## config.mk

```make
export PLATFORM = sky130hd
export DESIGN_NAME = hsg_top
export DESIGN_NICKNAME = d
export VERILOG_FILES = /design/src/hsg_pkg.sv /design/src/hsg_fifo2.sv /design/src/hsg_top.sv
export SDC_FILE = /design/constraint.sdc
export NUM_CORES = 1
export LEC_CHECK = 0
export BUFFER_PORTS_ARGS = -buffer_cell sky130_fd_sc_hd__buf_2
export CAP_MARGIN = 40
export CORE_MARGIN = 5
export CORE_UTILIZATION = 59
export CTS_CLUSTER_DIAMETER = 50
export CTS_CLUSTER_SIZE = 28
export DETAILED_ROUTE_END_ITERATION = 12
export PLACE_DENSITY = 0.88
export SLEW_MARGIN = 20
export SYNTH_ARGS = -nofsm -noshare
export SYNTH_HDL_FRONTEND = slang
export SYNTH_SLANG_ARGS = --single-unit
```

## constraint.sdc

```tcl
create_clock -name clk -period 3.8 [get_ports clk]
set_input_delay 0.38 -clock clk [delete_from_list [all_inputs] [get_ports clk]]
set_output_delay 0.38 -clock clk [all_outputs]
set_load 0.02 [all_outputs]
```

## src/hsg_pkg.sv

```systemverilog
// Constants, register map and types for the haptic signal generator.
// Assumes a 40 MHz core clock and a register port in the same domain.
package hsg_pkg;

	// ****************************************************
	// Register map
	// ****************************************************
	localparam logic [15:0] HSG_ADDR_CTRL = 16'h0090;
	localparam logic [15:0] HSG_ADDR_PERIOD = 16'h0091;
	localparam logic [15:0] HSG_ADDR_P1_LVL = 16'h0092;
	localparam logic [15:0] HSG_ADDR_P1_LEN = 16'h0093;
	localparam logic [15:0] HSG_ADDR_P2_LVL = 16'h0094;
	localparam logic [15:0] HSG_ADDR_P2_LEN = 16'h0095;
	localparam logic [15:0] HSG_ADDR_P3_LVL = 16'h0096;
	localparam logic [15:0] HSG_ADDR_P3_LEN = 16'h0097;
	localparam logic [15:0] HSG_ADDR_STATUS = 16'h0098;

	// Field positions in the control register
	localparam int HSG_TRIG_BIT = 4;
	localparam int HSG_MODE_HI = 3;
	localparam int HSG_MODE_LO = 2;
	localparam int HSG_ACT_BIT = 1;
	localparam int HSG_STS_BIT = 0;

	// Field widths
	localparam int HSG_PERIOD_W = 15;
	localparam int HSG_LVL_W = 8;
	localparam int HSG_SHORT_LEN_W = 9;
	localparam int HSG_LONG_LEN_W = 11;
	localparam int HSG_SMP_W = 24;
	localparam int HSG_RATE_W = 5;

	// Reset values
	localparam logic [14:0] HSG_PERIOD_RST = 15'h7fff;
	localparam logic [7:0] HSG_LVL_RST = 8'h00;
	localparam logic [10:0] HSG_LEN_RST = 11'h000;

	// Mode codes of the generator control field
	localparam logic [1:0] HSG_MODE_OFF = 2'h0;
	localparam logic [1:0] HSG_MODE_CONT = 2'h1;
	localparam logic [1:0] HSG_MODE_SHOT = 2'h2;

	// Mixer source code that picks this generator
	localparam logic [7:0] HSG_MIX_SRC = 8'h06;

	// ****************************************************
	// Timing
	// ****************************************************
	localparam int HSG_CLK_PS = 25000;
	localparam int HSG_UNIT_PS = 625000;
	// Fractional divider, in units of 100 Hz
	localparam logic [18:0] HSG_DIV_MOD = 19'h61a80;
	localparam logic [18:0] HSG_DIV_INC_48K = 19'h0f000;
	localparam logic [18:0] HSG_DIV_INC_44K = 19'h0dc80;

	// One-shot profile states
	typedef enum logic [1:0] {
		HSG_IDLE = 2'b00,
		HSG_PH1 = 2'b01,
		HSG_PH2 = 2'b10,
		HSG_PH3 = 2'b11
	} hsg_state_t;

endpackage

```

## src/hsg_fifo2.sv

```systemverilog
// Two-entry sample buffer with valid/ready on both sides.
// Assumes both sides run on the same clock as the generator.
`timescale 1ns/1ps
module hsg_fifo2 #(
	parameter int WIDTH = 24
) (
	input wire logic clk, // Core clock
	input wire logic rst_n, // Synchronous reset, active low
	input wire logic in_valid, // Producer has a word
	output logic in_ready, // Room for a word
	input wire logic [WIDTH-1:0] in_data, // Word in
	output logic out_valid, // Word available
	input wire logic out_ready, // Consumer takes word
	output logic [WIDTH-1:0] out_data // Word out, from storage
);

	// ****************************************************
	// Storage and pointers
	// ****************************************************
	logic [WIDTH-1:0] mem_ff [2];
	logic wr_ptr_ff;
	logic rd_ptr_ff;
	logic [1:0] count_ff;
	logic push;
	logic pop;

	// Handshake terms are combinational by design
	assign in_ready = (count_ff != 2'h2);
	assign out_valid = (count_ff != 2'h0);
	assign out_data = mem_ff[rd_ptr_ff];
	assign push = in_valid && in_ready;
	assign pop = out_valid && out_ready;

	// Write side
	always_ff @(posedge clk) begin
		if (!rst_n) begin
			wr_ptr_ff <= 1'b0;
		end else if (push) begin
			mem_ff[wr_ptr_ff] <= in_data;
			wr_ptr_ff <= ~wr_ptr_ff;
		end
	end

	// Read side
	always_ff @(posedge clk) begin
		if (!rst_n) begin
			rd_ptr_ff <= 1'b0;
		end else if (pop) begin
			rd_ptr_ff <= ~rd_ptr_ff;
		end
	end

	// Occupancy, so full and empty are exact
	always_ff @(posedge clk) begin
		if (!rst_n) begin
			count_ff <= 2'h0;
		end else if (push && !pop) begin
			count_ff <= count_ff + 2'h1;
		end else if (pop && !push) begin
			count_ff <= count_ff - 2'h1;
		end
	end

	a_fifo_no_overflow: assert property (@(posedge clk) disable iff (!rst_n)
		(count_ff == 2'h2 && !pop) |=> (count_ff == 2'h2))
		else $error("buffer lost or gained a word while full");

endmodule

```

## src/hsg_top.sv

```systemverilog
// Haptic signal generator: rotating mass DC level or resonant AC output,
// continuous or three-phase one-shot, feeding an output mixer input.
// Assumes register port, sample strobe and mixer select share clk.
`timescale 1ns/1ps
// Contract
// - Mixer source code 0x06 takes our stream
// - Mode field 3:2 picks off/continuous/one-shot
// - Samples produced at the selected rate
// - Bit 1 selects rotating mass or resonant
// - Resonant frequency is clock over 2(N+1)
// - Divider clock is 6.144 or 5.6448 MHz
// - Period ignored for rotating mass actuator
// - Trigger write starts phases one two three
// - Each phase has own length and level
// - Continuous mode uses middle phase level only
// - Rotating mass gives signed DC level
// - Resonant gives AC, negative level inverts
// - Lengths count 0.625 us units, zero skips; the default unit is 625000 ps / 25000 ps = 25 clocks, 0.625 us
// - Levels are 8-bit two's complement
// - Status bit high while profile runs
module hsg_top #(
	parameter int UNIT_CYCLES = hsg_pkg::HSG_UNIT_PS / hsg_pkg::HSG_CLK_PS
) (
	input wire logic clk, // 40 MHz core clock
	input wire logic rst_n, // Synchronous reset, active low
	input wire logic reg_wr, // Register write strobe
	input wire logic reg_rd, // Register read strobe
	input wire logic [15:0] reg_addr, // Register address
	input wire logic [15:0] reg_wdata, // Write data
	output logic [15:0] reg_rdata, // Read data, one cycle later
	input wire logic clock_family, // 0: 6.144 MHz, 1: 5.6448 MHz
	input wire logic [4:0] generator_sample_rate, // Rate code
	input wire logic sample_strobe, // One pulse per sample period
	input wire logic [7:0] mixer_source_select, // Mixer source code
	output logic mix_valid, // Sample offered to mixer
	input wire logic mix_ready, // Mixer takes sample
	output logic [23:0] mix_data, // Signed sample
	output logic [4:0] mix_rate, // Rate of offered sample
	output logic profile_in_progress // One-shot running
);

	// ****************************************************
	// Registers
	// ****************************************************
	logic [1:0] mode_ff;
	logic act_ff;
	logic [14:0] period_ff;
	logic [7:0] lvl1_ff;
	logic [7:0] lvl2_ff;
	logic [7:0] lvl3_ff;
	logic [10:0] len1_ff;
	logic [10:0] len2_ff;
	logic [10:0] len3_ff;
	logic ctl_wr;
	logic trig_wr;

	assign ctl_wr = reg_wr && (reg_addr == hsg_pkg::HSG_ADDR_CTRL);
	// Trigger honoured only when the new mode is one-shot
	assign trig_wr = ctl_wr && reg_wdata[hsg_pkg::HSG_TRIG_BIT] &&
		(reg_wdata[hsg_pkg::HSG_MODE_HI:hsg_pkg::HSG_MODE_LO] ==
		hsg_pkg::HSG_MODE_SHOT);

	// Control and setting registers
	always_ff @(posedge clk) begin
		if (!rst_n) begin
			mode_ff <= hsg_pkg::HSG_MODE_OFF;
			act_ff <= 1'b0;
			period_ff <= hsg_pkg::HSG_PERIOD_RST;
			lvl1_ff <= hsg_pkg::HSG_LVL_RST;
			lvl2_ff <= hsg_pkg::HSG_LVL_RST;
			lvl3_ff <= hsg_pkg::HSG_LVL_RST;
			len1_ff <= hsg_pkg::HSG_LEN_RST;
			len2_ff <= hsg_pkg::HSG_LEN_RST;
			len3_ff <= hsg_pkg::HSG_LEN_RST;
		end else if (reg_wr) begin
			if (reg_addr == hsg_pkg::HSG_ADDR_CTRL) begin
				mode_ff <= reg_wdata[hsg_pkg::HSG_MODE_HI:
					hsg_pkg::HSG_MODE_LO];
				act_ff <= reg_wdata[hsg_pkg::HSG_ACT_BIT];
			end else if (reg_addr == hsg_pkg::HSG_ADDR_PERIOD) begin
				period_ff <= reg_wdata[hsg_pkg::HSG_PERIOD_W-1:0];
			end else if (reg_addr == hsg_pkg::HSG_ADDR_P1_LVL) begin
				lvl1_ff <= reg_wdata[hsg_pkg::HSG_LVL_W-1:0];
			end else if (reg_addr == hsg_pkg::HSG_ADDR_P1_LEN) begin
				len1_ff <= {2'h0, reg_wdata[hsg_pkg::HSG_SHORT_LEN_W-1:0]};
			end else if (reg_addr == hsg_pkg::HSG_ADDR_P2_LVL) begin
				lvl2_ff <= reg_wdata[hsg_pkg::HSG_LVL_W-1:0];
			end else if (reg_addr == hsg_pkg::HSG_ADDR_P2_LEN) begin
				len2_ff <= reg_wdata[hsg_pkg::HSG_LONG_LEN_W-1:0];
			end else if (reg_addr == hsg_pkg::HSG_ADDR_P3_LVL) begin
				lvl3_ff <= reg_wdata[hsg_pkg::HSG_LVL_W-1:0];
			end else if (reg_addr == hsg_pkg::HSG_ADDR_P3_LEN) begin
				len3_ff <= {2'h0, reg_wdata[hsg_pkg::HSG_SHORT_LEN_W-1:0]};
			end
		end
	end

	// Read port; trigger reads back as zero, unmapped reads zero
	always_ff @(posedge clk) begin
		if (!rst_n) begin
			reg_rdata <= 16'h0000;
		end else if (reg_rd) begin
			if (reg_addr == hsg_pkg::HSG_ADDR_CTRL) begin
				reg_rdata <= {12'h000, mode_ff, act_ff, 1'b0};
			end else if (reg_addr == hsg_pkg::HSG_ADDR_PERIOD) begin
				reg_rdata <= {1'b0, period_ff};
			end else if (reg_addr == hsg_pkg::HSG_ADDR_P1_LVL) begin
				reg_rdata <= {8'h00, lvl1_ff};
			end else if (reg_addr == hsg_pkg::HSG_ADDR_P1_LEN) begin
				reg_rdata <= {5'h00, len1_ff};
			end else if (reg_addr == hsg_pkg::HSG_ADDR_P2_LVL) begin
				reg_rdata <= {8'h00, lvl2_ff};
			end else if (reg_addr == hsg_pkg::HSG_ADDR_P2_LEN) begin
				reg_rdata <= {5'h00, len2_ff};
			end else if (reg_addr == hsg_pkg::HSG_ADDR_P3_LVL) begin
				reg_rdata <= {8'h00, lvl3_ff};
			end else if (reg_addr == hsg_pkg::HSG_ADDR_P3_LEN) begin
				reg_rdata <= {5'h00, len3_ff};
			end else if (reg_addr == hsg_pkg::HSG_ADDR_STATUS) begin
				reg_rdata <= {15'h0000, profile_in_progress};
			end else begin
				reg_rdata <= 16'h0000;
			end
		end
	end

	// ****************************************************
	// Divided system clock and resonant half period
	// ****************************************************
	logic [18:0] acc_ff;
	logic [18:0] acc_sum;
	logic div_tick;
	logic [14:0] half_cnt_ff;
	logic pol_ff;

	// Phase accumulator keeps the long-run rate exact, at the cost of
	// a small jitter on each tick
	assign acc_sum = acc_ff + (clock_family ? hsg_pkg::HSG_DIV_INC_44K :
		hsg_pkg::HSG_DIV_INC_48K);
	assign div_tick = (acc_sum >= hsg_pkg::HSG_DIV_MOD);

	always_ff @(posedge clk) begin
		if (!rst_n) begin
			acc_ff <= 19'h00000;
		end else if (div_tick) begin
			acc_ff <= acc_sum - hsg_pkg::HSG_DIV_MOD;
		end else begin
			acc_ff <= acc_sum;
		end
	end

	// Toggle every period+1 ticks, giving clock / (2 * (period + 1))
	always_ff @(posedge clk) begin
		if (!rst_n || mode_ff == hsg_pkg::HSG_MODE_OFF) begin
			half_cnt_ff <= 15'h0000;
			pol_ff <= 1'b0;
		end else if (div_tick) begin
			if (half_cnt_ff >= period_ff) begin
				half_cnt_ff <= 15'h0000;
				pol_ff <= ~pol_ff;
			end else begin
				half_cnt_ff <= half_cnt_ff + 15'h0001;
			end
		end
	end

	// ****************************************************
	// One-shot profile
	// ****************************************************
	hsg_pkg::hsg_state_t state_ff;
	logic [15:0] unit_cnt_ff;
	logic [10:0] ph_cnt_ff;
	logic [10:0] cur_len;
	logic ph_done;
	logic unit_tick;

	always_comb begin
		case (state_ff)
			hsg_pkg::HSG_PH1: cur_len = len1_ff;
			hsg_pkg::HSG_PH2: cur_len = len2_ff;
			hsg_pkg::HSG_PH3: cur_len = len3_ff;
			default: cur_len = 11'h000;
		endcase
	end

	// A zero length ends the phase at once
	assign ph_done = (ph_cnt_ff == cur_len);
	assign unit_tick = (unit_cnt_ff == 16'(UNIT_CYCLES - 1));

	// Phase sequencer; a new trigger restarts from phase one. The trigger
	// write carries the one-shot mode itself, so it beats the old mode
	always_ff @(posedge clk) begin
		if (!rst_n) begin
			state_ff <= hsg_pkg::HSG_IDLE;
		end else if (trig_wr) begin
			state_ff <= hsg_pkg::HSG_PH1;
		end else if (mode_ff != hsg_pkg::HSG_MODE_SHOT) begin
			state_ff <= hsg_pkg::HSG_IDLE;
		end else if (ph_done) begin
			case (state_ff)
				hsg_pkg::HSG_PH1: state_ff <= hsg_pkg::HSG_PH2;
				hsg_pkg::HSG_PH2: state_ff <= hsg_pkg::HSG_PH3;
				default: state_ff <= hsg_pkg::HSG_IDLE;
			endcase
		end
	end

	// 0.625 us unit timer (UNIT_CYCLES clocks) and per-phase unit count
	always_ff @(posedge clk) begin
		if (!rst_n || trig_wr || ph_done) begin
			unit_cnt_ff <= 16'h0000;
			ph_cnt_ff <= 11'h000;
		end else if (unit_tick) begin
			unit_cnt_ff <= 16'h0000;
			ph_cnt_ff <= ph_cnt_ff + 11'h001;
		end else begin
			unit_cnt_ff <= unit_cnt_ff + 16'h0001;
		end
	end

	assign profile_in_progress = (state_ff != hsg_pkg::HSG_IDLE);

	// ****************************************************
	// Sample formation and buffering
	// ****************************************************
	logic [7:0] act_lvl;
	logic [23:0] dc_smp;
	logic [23:0] smp_ff;
	logic gen_vld_ff;
	logic buf_ready;
	logic buf_out_valid;
	logic routed;

	// Active intensity; continuous uses only the middle phase level
	always_comb begin
		act_lvl = hsg_pkg::HSG_LVL_RST;
		if (mode_ff == hsg_pkg::HSG_MODE_CONT) begin
			act_lvl = lvl2_ff;
		end else if (mode_ff == hsg_pkg::HSG_MODE_SHOT) begin
			case (state_ff)
				hsg_pkg::HSG_PH1: act_lvl = lvl1_ff;
				hsg_pkg::HSG_PH2: act_lvl = lvl2_ff;
				hsg_pkg::HSG_PH3: act_lvl = lvl3_ff;
				default: act_lvl = hsg_pkg::HSG_LVL_RST;
			endcase
		end
	end

	assign dc_smp = {act_lvl, 16'h0000};

	// Inversion is one's complement: no overflow at full negative scale,
	// error is one LSB of 24 bits
	always_ff @(posedge clk) begin
		if (!rst_n) begin
			smp_ff <= 24'h000000;
		end else if (sample_strobe) begin
			if (act_lvl == hsg_pkg::HSG_LVL_RST) begin
				smp_ff <= 24'h000000;
			end else if (act_ff && pol_ff) begin
				smp_ff <= ~dc_smp;
			end else begin
				smp_ff <= dc_smp;
			end
		end
	end

	// One sample per rate strobe; a stalled sample is replaced by newer
	always_ff @(posedge clk) begin
		if (!rst_n) begin
			gen_vld_ff <= 1'b0;
		end else if (sample_strobe) begin
			gen_vld_ff <= 1'b1;
		end else if (buf_ready) begin
			gen_vld_ff <= 1'b0;
		end
	end

	// Unrouted output drains so stale samples never pile up
	assign routed = (mixer_source_select == hsg_pkg::HSG_MIX_SRC);
	assign mix_valid = buf_out_valid && routed;
	assign mix_rate = generator_sample_rate;

	hsg_fifo2 #(
		.WIDTH(hsg_pkg::HSG_SMP_W)
	) u_buf (
		.clk(clk),
		.rst_n(rst_n),
		.in_valid(gen_vld_ff),
		.in_ready(buf_ready),
		.in_data(smp_ff),
		.out_valid(buf_out_valid),
		.out_ready(mix_ready || !routed),
		.out_data(mix_data)
	);

	// ****************************************************
	// Checks
	// ****************************************************
	a_mixer_route: assert property (@(posedge clk) disable iff (!rst_n)
		mix_valid |-> (mixer_source_select == hsg_pkg::HSG_MIX_SRC))
		else $error("sample offered to a mixer not selecting us");
	a_off_no_profile: assert property (@(posedge clk) disable iff (!rst_n)
		(mode_ff == hsg_pkg::HSG_MODE_OFF && !trig_wr) |=>
		!profile_in_progress)
		else $error("profile runs while disabled");
	a_off_zero_sample: assert property (@(posedge clk) disable iff (!rst_n)
		(mode_ff == hsg_pkg::HSG_MODE_OFF && sample_strobe) |=>
		(smp_ff == 24'h000000))
		else $error("nonzero sample while disabled");
	a_trigger_start: assert property (@(posedge clk) disable iff (!rst_n)
		trig_wr |=> (state_ff == hsg_pkg::HSG_PH1 && profile_in_progress))
		else $error("trigger did not start phase one");
	a_phase_order: assert property (@(posedge clk) disable iff (!rst_n)
		(state_ff == hsg_pkg::HSG_PH1 && ph_done && !ctl_wr &&
		mode_ff == hsg_pkg::HSG_MODE_SHOT) |=>
		(state_ff == hsg_pkg::HSG_PH2))
		else $error("phase one did not pass to phase two");
	a_profile_end: assert property (@(posedge clk) disable iff (!rst_n)
		(state_ff == hsg_pkg::HSG_PH3 && ph_done && !ctl_wr &&
		mode_ff == hsg_pkg::HSG_MODE_SHOT) |=>
		(!profile_in_progress && act_lvl == hsg_pkg::HSG_LVL_RST))
		else $error("profile did not end after phase three");
	a_cont_level: assert property (@(posedge clk) disable iff (!rst_n)
		(mode_ff == hsg_pkg::HSG_MODE_CONT) |-> (act_lvl == lvl2_ff))
		else $error("continuous level not from middle phase");
	a_erm_dc_level: assert property (@(posedge clk) disable iff (!rst_n)
		(sample_strobe && !act_ff && act_lvl != hsg_pkg::HSG_LVL_RST) |=>
		(smp_ff == {$past(act_lvl), 16'h0000}))
		else $error("rotating mass sample not the DC level");
	a_lra_invert: assert property (@(posedge clk) disable iff (!rst_n)
		(sample_strobe && act_ff && pol_ff && act_lvl != 8'h00) |=>
		(smp_ff[23] != $past(act_lvl[7])))
		else $error("resonant half cycle not inverted");
	a_half_period: assert property (@(posedge clk) disable iff (!rst_n)
		(div_tick && half_cnt_ff == period_ff &&
		mode_ff != hsg_pkg::HSG_MODE_OFF) |=> (pol_ff != $past(pol_ff)))
		else $error("polarity did not toggle at period end");
	a_div_spacing: assert property (@(posedge clk) disable iff (!rst_n)
		div_tick |=> !div_tick [*5])
		else $error("divided clock faster than its base rate");
	a_rate_strobe: assert property (@(posedge clk) disable iff (!rst_n)
		$rose(gen_vld_ff) |-> $past(sample_strobe))
		else $error("sample produced without a rate strobe");

	c_profile_done: cover property (@(posedge clk) disable iff (!rst_n)
		(state_ff == hsg_pkg::HSG_PH3) ##1 !profile_in_progress);
	c_lra_toggle: cover property (@(posedge clk) disable iff (!rst_n)
		act_ff && $changed(pol_ff));
	c_buf_full: cover property (@(posedge clk) disable iff (!rst_n)
		gen_vld_ff && !buf_ready);
	c_cont_out: cover property (@(posedge clk) disable iff (!rst_n)
		mix_valid && mix_ready && mode_ff == hsg_pkg::HSG_MODE_CONT);

endmodule

```

==> flow_summary.json <==
{
  "run_status": "complete, no violations",
  "detail_route.wl_per_cell_um": 17.6,
  "drt-total-wl_mm": 23.6,
  "cts-resized-gates": 0,
  "drive_gt1_frac": 0.143,
  "worst_hold_path_type": "input pin to flop",
  "critPathMaxFanout": 16,
  "cp.buffers_inverters": 1,
  "postPlaceCellArea_sq_um": 9510,
  "multi_input_comb_area_sq_um": 4870,
  "drtPass1Iterations": 6,
  "die-area_sq_um": 18200,
  "pin_count_of_the_biggest_net_entering_global_routing": 57,
  "globalRouteTotalUtil": 0.257,
  "n_antenna_cell": 0,
  "total_vias_in_the_final_route": 8270,
  "most_area_hungry_cell_type_in_the_yosys_netlist": "sky130_fd_sc_hd__dfxtp_1",
  "timing.final.ws_setup_ns": 0.480,
  "cts-root-to-sink-buffers": 2,
  "pre_cts_ws_ns": 0.407,
  "synth_fp_nets": 1175,
  "async_flop_share": 0,
  "rows": 45,
  "cpMaxStageDelayCell": "sky130_fd_sc_hd__a222oi_1",
  "coreArea_sq_um": 15300,
  "finalCritPeriodShare": 0.874,
  "fill_cells": 1182,
  "routed_via_density": 6.17,
  "clock_tree_from_tritoncts": "done",
  "cp_top_family": "compound AO/OA/AOI/OAI gates",
  "synth_area_sq_um": 9220,
  "maxCapViolations": 0,
  "path_clk_slew_ns": 0.07,
  "timing.final.crit_period_ns": 3.32,
  "gp_routability_congestion": 0.933,
  "critical_path.endpoint_type": "flop",
  "dieHeight_um": 135,
  "worst_setup_path_start_kind": "flop",
  "synth_enable_flop_cells": 18,
  "post_synth_num_cell_types": 72,
  "clock_latency_ns": 0.44,
  "fin_setup_tns_ns": 0,
  "critPathArrivalTime_ns": 3.68,
  "post-route-util": 0.659,
  "post_cts.repair.setup_buffers": 0,
  "drc": 0,
  "synth.avg_cell_area_sq_um": 8.44,
  "pwr_density_cell_nw_per_um2": 456,
  "setup_violations": 0,
  "finish.net_count": 1199,
  "grt_first_pass_wirelength_mm": 37.9,
  "cts.sink_count": 176,
  "clk_skew_ns": 0.0102,
  "grt_setup_unrepaired": "no",
  "synth.ff_latch_count": 176,
  "place.detailed.hpwl_mm": 16.3,
  "synthCells": 1092,
  "fmax_mhz": 301,
  "cts_htree_levels": 4,
  "ant_nets": 0,
  "initialDrtViolationCount": 1134,
  "layout.cell_area.non_filler_sq_um": 10100,
  "slew_headroom": 0.473,
  "p_leak_uw": 0.00371,
  "grt_antenna_before_repair": 0,
  "synth-seq-area-share": 0.402,
  "final-seq-area_sq_um": 3700,
  "synth.area.top_cells": "sky130_fd_sc_hd__dfxtp_1 (34%), sky130_fd_sc_hd__nand2_1 (7.2%), sky130_fd_sc_hd__edfxtp_1 (5.9%)",
  "vias_in_the_first_global_route": 7704,
  "final-hold-violation-count": 0,
  "timing.setup.critical_path_class": "flop to flop",
  "die_width_um": 135,
  "cell_chain_critical_path": "inv_1 -> ha_1 -> a222oi_1 -> xnor2_1 -> nor4b_1 -> o311ai_1 -> nor4_4 -> or3_1 -> nor2_1",
  "power.ir.vdd_worst_mv": 0.324,
  "area_growth_pct": 9.02,
  "global_route.overflow_total": 0,
  "count_of_yosys_warnings_during_synthesis": 0,
  "cts_hold_fix_bufs": 0,
  "synth_ff_type": "sky130_fd_sc_hd__dfxtp_1",
  "root_buffer_cell": "sky130_fd_sc_hd__clkbuf_16",
  "tritoncts.num_buffers": 17,
  "top_level_ports": 99,
  "port_buffers": 86,
  "power_uw": 4580,
  "synth_largest_type_area_fraction": 0.343,
  "critical_path_s_largest_stage_delay_ns": 0.69,
  "worst_pin_slew_ns": 0.788,
  "critPathRequiredTime_ns": 4.16,
  "timing.final.max_slew_violations": 0,
  "initial_core_util": 0.604
}
through the flow:
stage	hold WS, ns	cells
2_1_floorplan	0.426	1092
3_3_place_gp	0.432	1308
3_5_place_dp	0.445	1308
4_1_cts	0.174	1340
5_1_grt	0.189	1340
6_report	0.177	1340
path summary, 6_finish.rpt:
path,to,start,depth (start not counted),slack (ns)
setup / recovery,unit_cnt_ff[13],state_ff[0],9,0.48
hold / removal,period_ff[14],reg_wdata[14],3,0.18
setup reg to reg,unit_cnt_ff[13],state_ff[0],9,0.48
hold reg to reg,u_buf.mem_ff[0][16],smp_ff[16],0,0.46
flip-flops by register name (all words and copies together) (netlist names), named ones only:
register	flops
lvl2_ff	8
u_buf.mem_ff	18
half_cnt_ff	15
gen_vld_ff	1
lvl3_ff	8
u_buf.rd_ptr_ff	1
u_buf.wr_ptr_ff	1
lvl1_ff	8
act_ff	1
len2_ff	11
len3_ff	9
reg_rdata	15
period_ff	15
ph_cnt_ff	11
u_buf.count_ff	2
acc_ff	12
smp_ff	9
pol_ff	1
len1_ff	9
state_ff	2
mode_ff	2
unit_cnt_ff	16
worst reg2reg max path: cells and delay by family, from the launching register on:
kind                       cells  cell delay (ns)
buffers and inverters          1             0.09
DFF                            1             0.40
adders and majority gates      1             0.43
AOI/OAI and AO/OA              2             1.16
and+or+nand+nor                4             0.99
xor gates and xnor gates       1             0.20
layout make-up:
class / instances / share of cell area
multi-input combinational: 778 / 0.484
sequential: 176 / 0.368
clock inverter: 13 / 0.0114
inverter: 50 / 0.0187
timing repair buffer: 93 / 0.0480
tap: 211 / 0.0263
clock buffer: 19 / 0.0431
kinds of logic after synthesis:
logic type | share of synthesized area
buffers and inverters | 0.0706
adder cells (fa/ha/maj) | 0.0421
XOR/XNOR | 0.0570
AO/OA/AOI/OAI | 0.169
flip-flops | 0.402
other | 0.000407
multiplexers | 0.0532
AND/OR/NAND/NOR | 0.206
cells in the mapped netlist (14+ instances only):
master / count
sky130_fd_sc_hd__xor2_1: 27
sky130_fd_sc_hd__and2_1: 18
sky130_fd_sc_hd__xnor2_1: 33
sky130_fd_sc_hd__o21ai_0: 21
sky130_fd_sc_hd__buf_4: 23
sky130_fd_sc_hd__dfxtp_1: 158
sky130_fd_sc_hd__nand3_1: 31
sky130_fd_sc_hd__edfxtp_1: 18
sky130_fd_sc_hd__mux2_2: 14
sky130_fd_sc_hd__and3_1: 15
sky130_fd_sc_hd__inv_1: 50
sky130_fd_sc_hd__nand2_1: 177
sky130_fd_sc_hd__clkbuf_1: 40
sky130_fd_sc_hd__o22ai_1: 19
sky130_fd_sc_hd__ha_1: 31
sky130_fd_sc_hd__a21oi_1: 99
sky130_fd_sc_hd__o211ai_1: 18
sky130_fd_sc_hd__buf_2: 18
sky130_fd_sc_hd__nor2_1: 97
where the power goes:
part | internal, uW | total (uW) | switching, uW | leakage (uW)
clock network | 902 | 1650 | 753 | 0.000261
registers | 1940 | 2020 | 77.0 | 0.00145
logic | 356 | 904 | 549 | 0.00200
total | 3200 | 4580 | 1380 | 0.00371
layer usage:
layer | wire [um] | global-route usage
met1 | 9540 | 0.336
met2 | 11000 | 0.417
met3 | 2340 | 0.0596
met4 | 675 | 0.0952
met5 | 0 | 0
cell usage in the layout, fill, tap and decap left out, types with 4 or more instances in the layout:
| master | n |
|---|---|
| sky130_fd_sc_hd__o211ai_1 | 18 |
| sky130_fd_sc_hd__mux4_2 | 9 |
| sky130_fd_sc_hd__o21ai_0 | 21 |
| sky130_fd_sc_hd__or3_1 | 9 |
| sky130_fd_sc_hd__nand4_1 | 13 |
| sky130_fd_sc_hd__a21oi_1 | 99 |
| sky130_fd_sc_hd__mux2_2 | 14 |
| sky130_fd_sc_hd__nor2_1 | 97 |
| sky130_fd_sc_hd__a21o_1 | 6 |
| sky130_fd_sc_hd__a222oi_1 | 12 |
| sky130_fd_sc_hd__a31oi_1 | 5 |
| sky130_fd_sc_hd__inv_1 | 49 |
| sky130_fd_sc_hd__a211oi_1 | 8 |
| sky130_fd_sc_hd__or2_2 | 4 |
| sky130_fd_sc_hd__a2111oi_0 | 4 |
| sky130_fd_sc_hd__nor2b_1 | 5 |
| sky130_fd_sc_hd__and3_1 | 15 |
| sky130_fd_sc_hd__o31ai_1 | 4 |
| sky130_fd_sc_hd__nand3_1 | 31 |
| sky130_fd_sc_hd__or4_1 | 5 |
| sky130_fd_sc_hd__clkbuf_16 | 17 |
| sky130_fd_sc_hd__xor2_1 | 27 |
| sky130_fd_sc_hd__nand2_1 | 177 |
| sky130_fd_sc_hd__mux2i_1 | 13 |
| sky130_fd_sc_hd__nor4_1 | 5 |
| sky130_fd_sc_hd__and2_1 | 18 |
| sky130_fd_sc_hd__buf_4 | 7 |
| sky130_fd_sc_hd__buf_2 | 86 |
| sky130_fd_sc_hd__xnor2_1 | 33 |
| sky130_fd_sc_hd__o22ai_1 | 19 |
| sky130_fd_sc_hd__nand3b_1 | 4 |
| sky130_fd_sc_hd__edfxtp_1 | 18 |
| sky130_fd_sc_hd__ha_1 | 31 |
| sky130_fd_sc_hd__nor3_1 | 13 |
| sky130_fd_sc_hd__a22oi_1 | 11 |
| sky130_fd_sc_hd__dfxtp_1 | 158 |
Power figures use the tool's default switching activity.
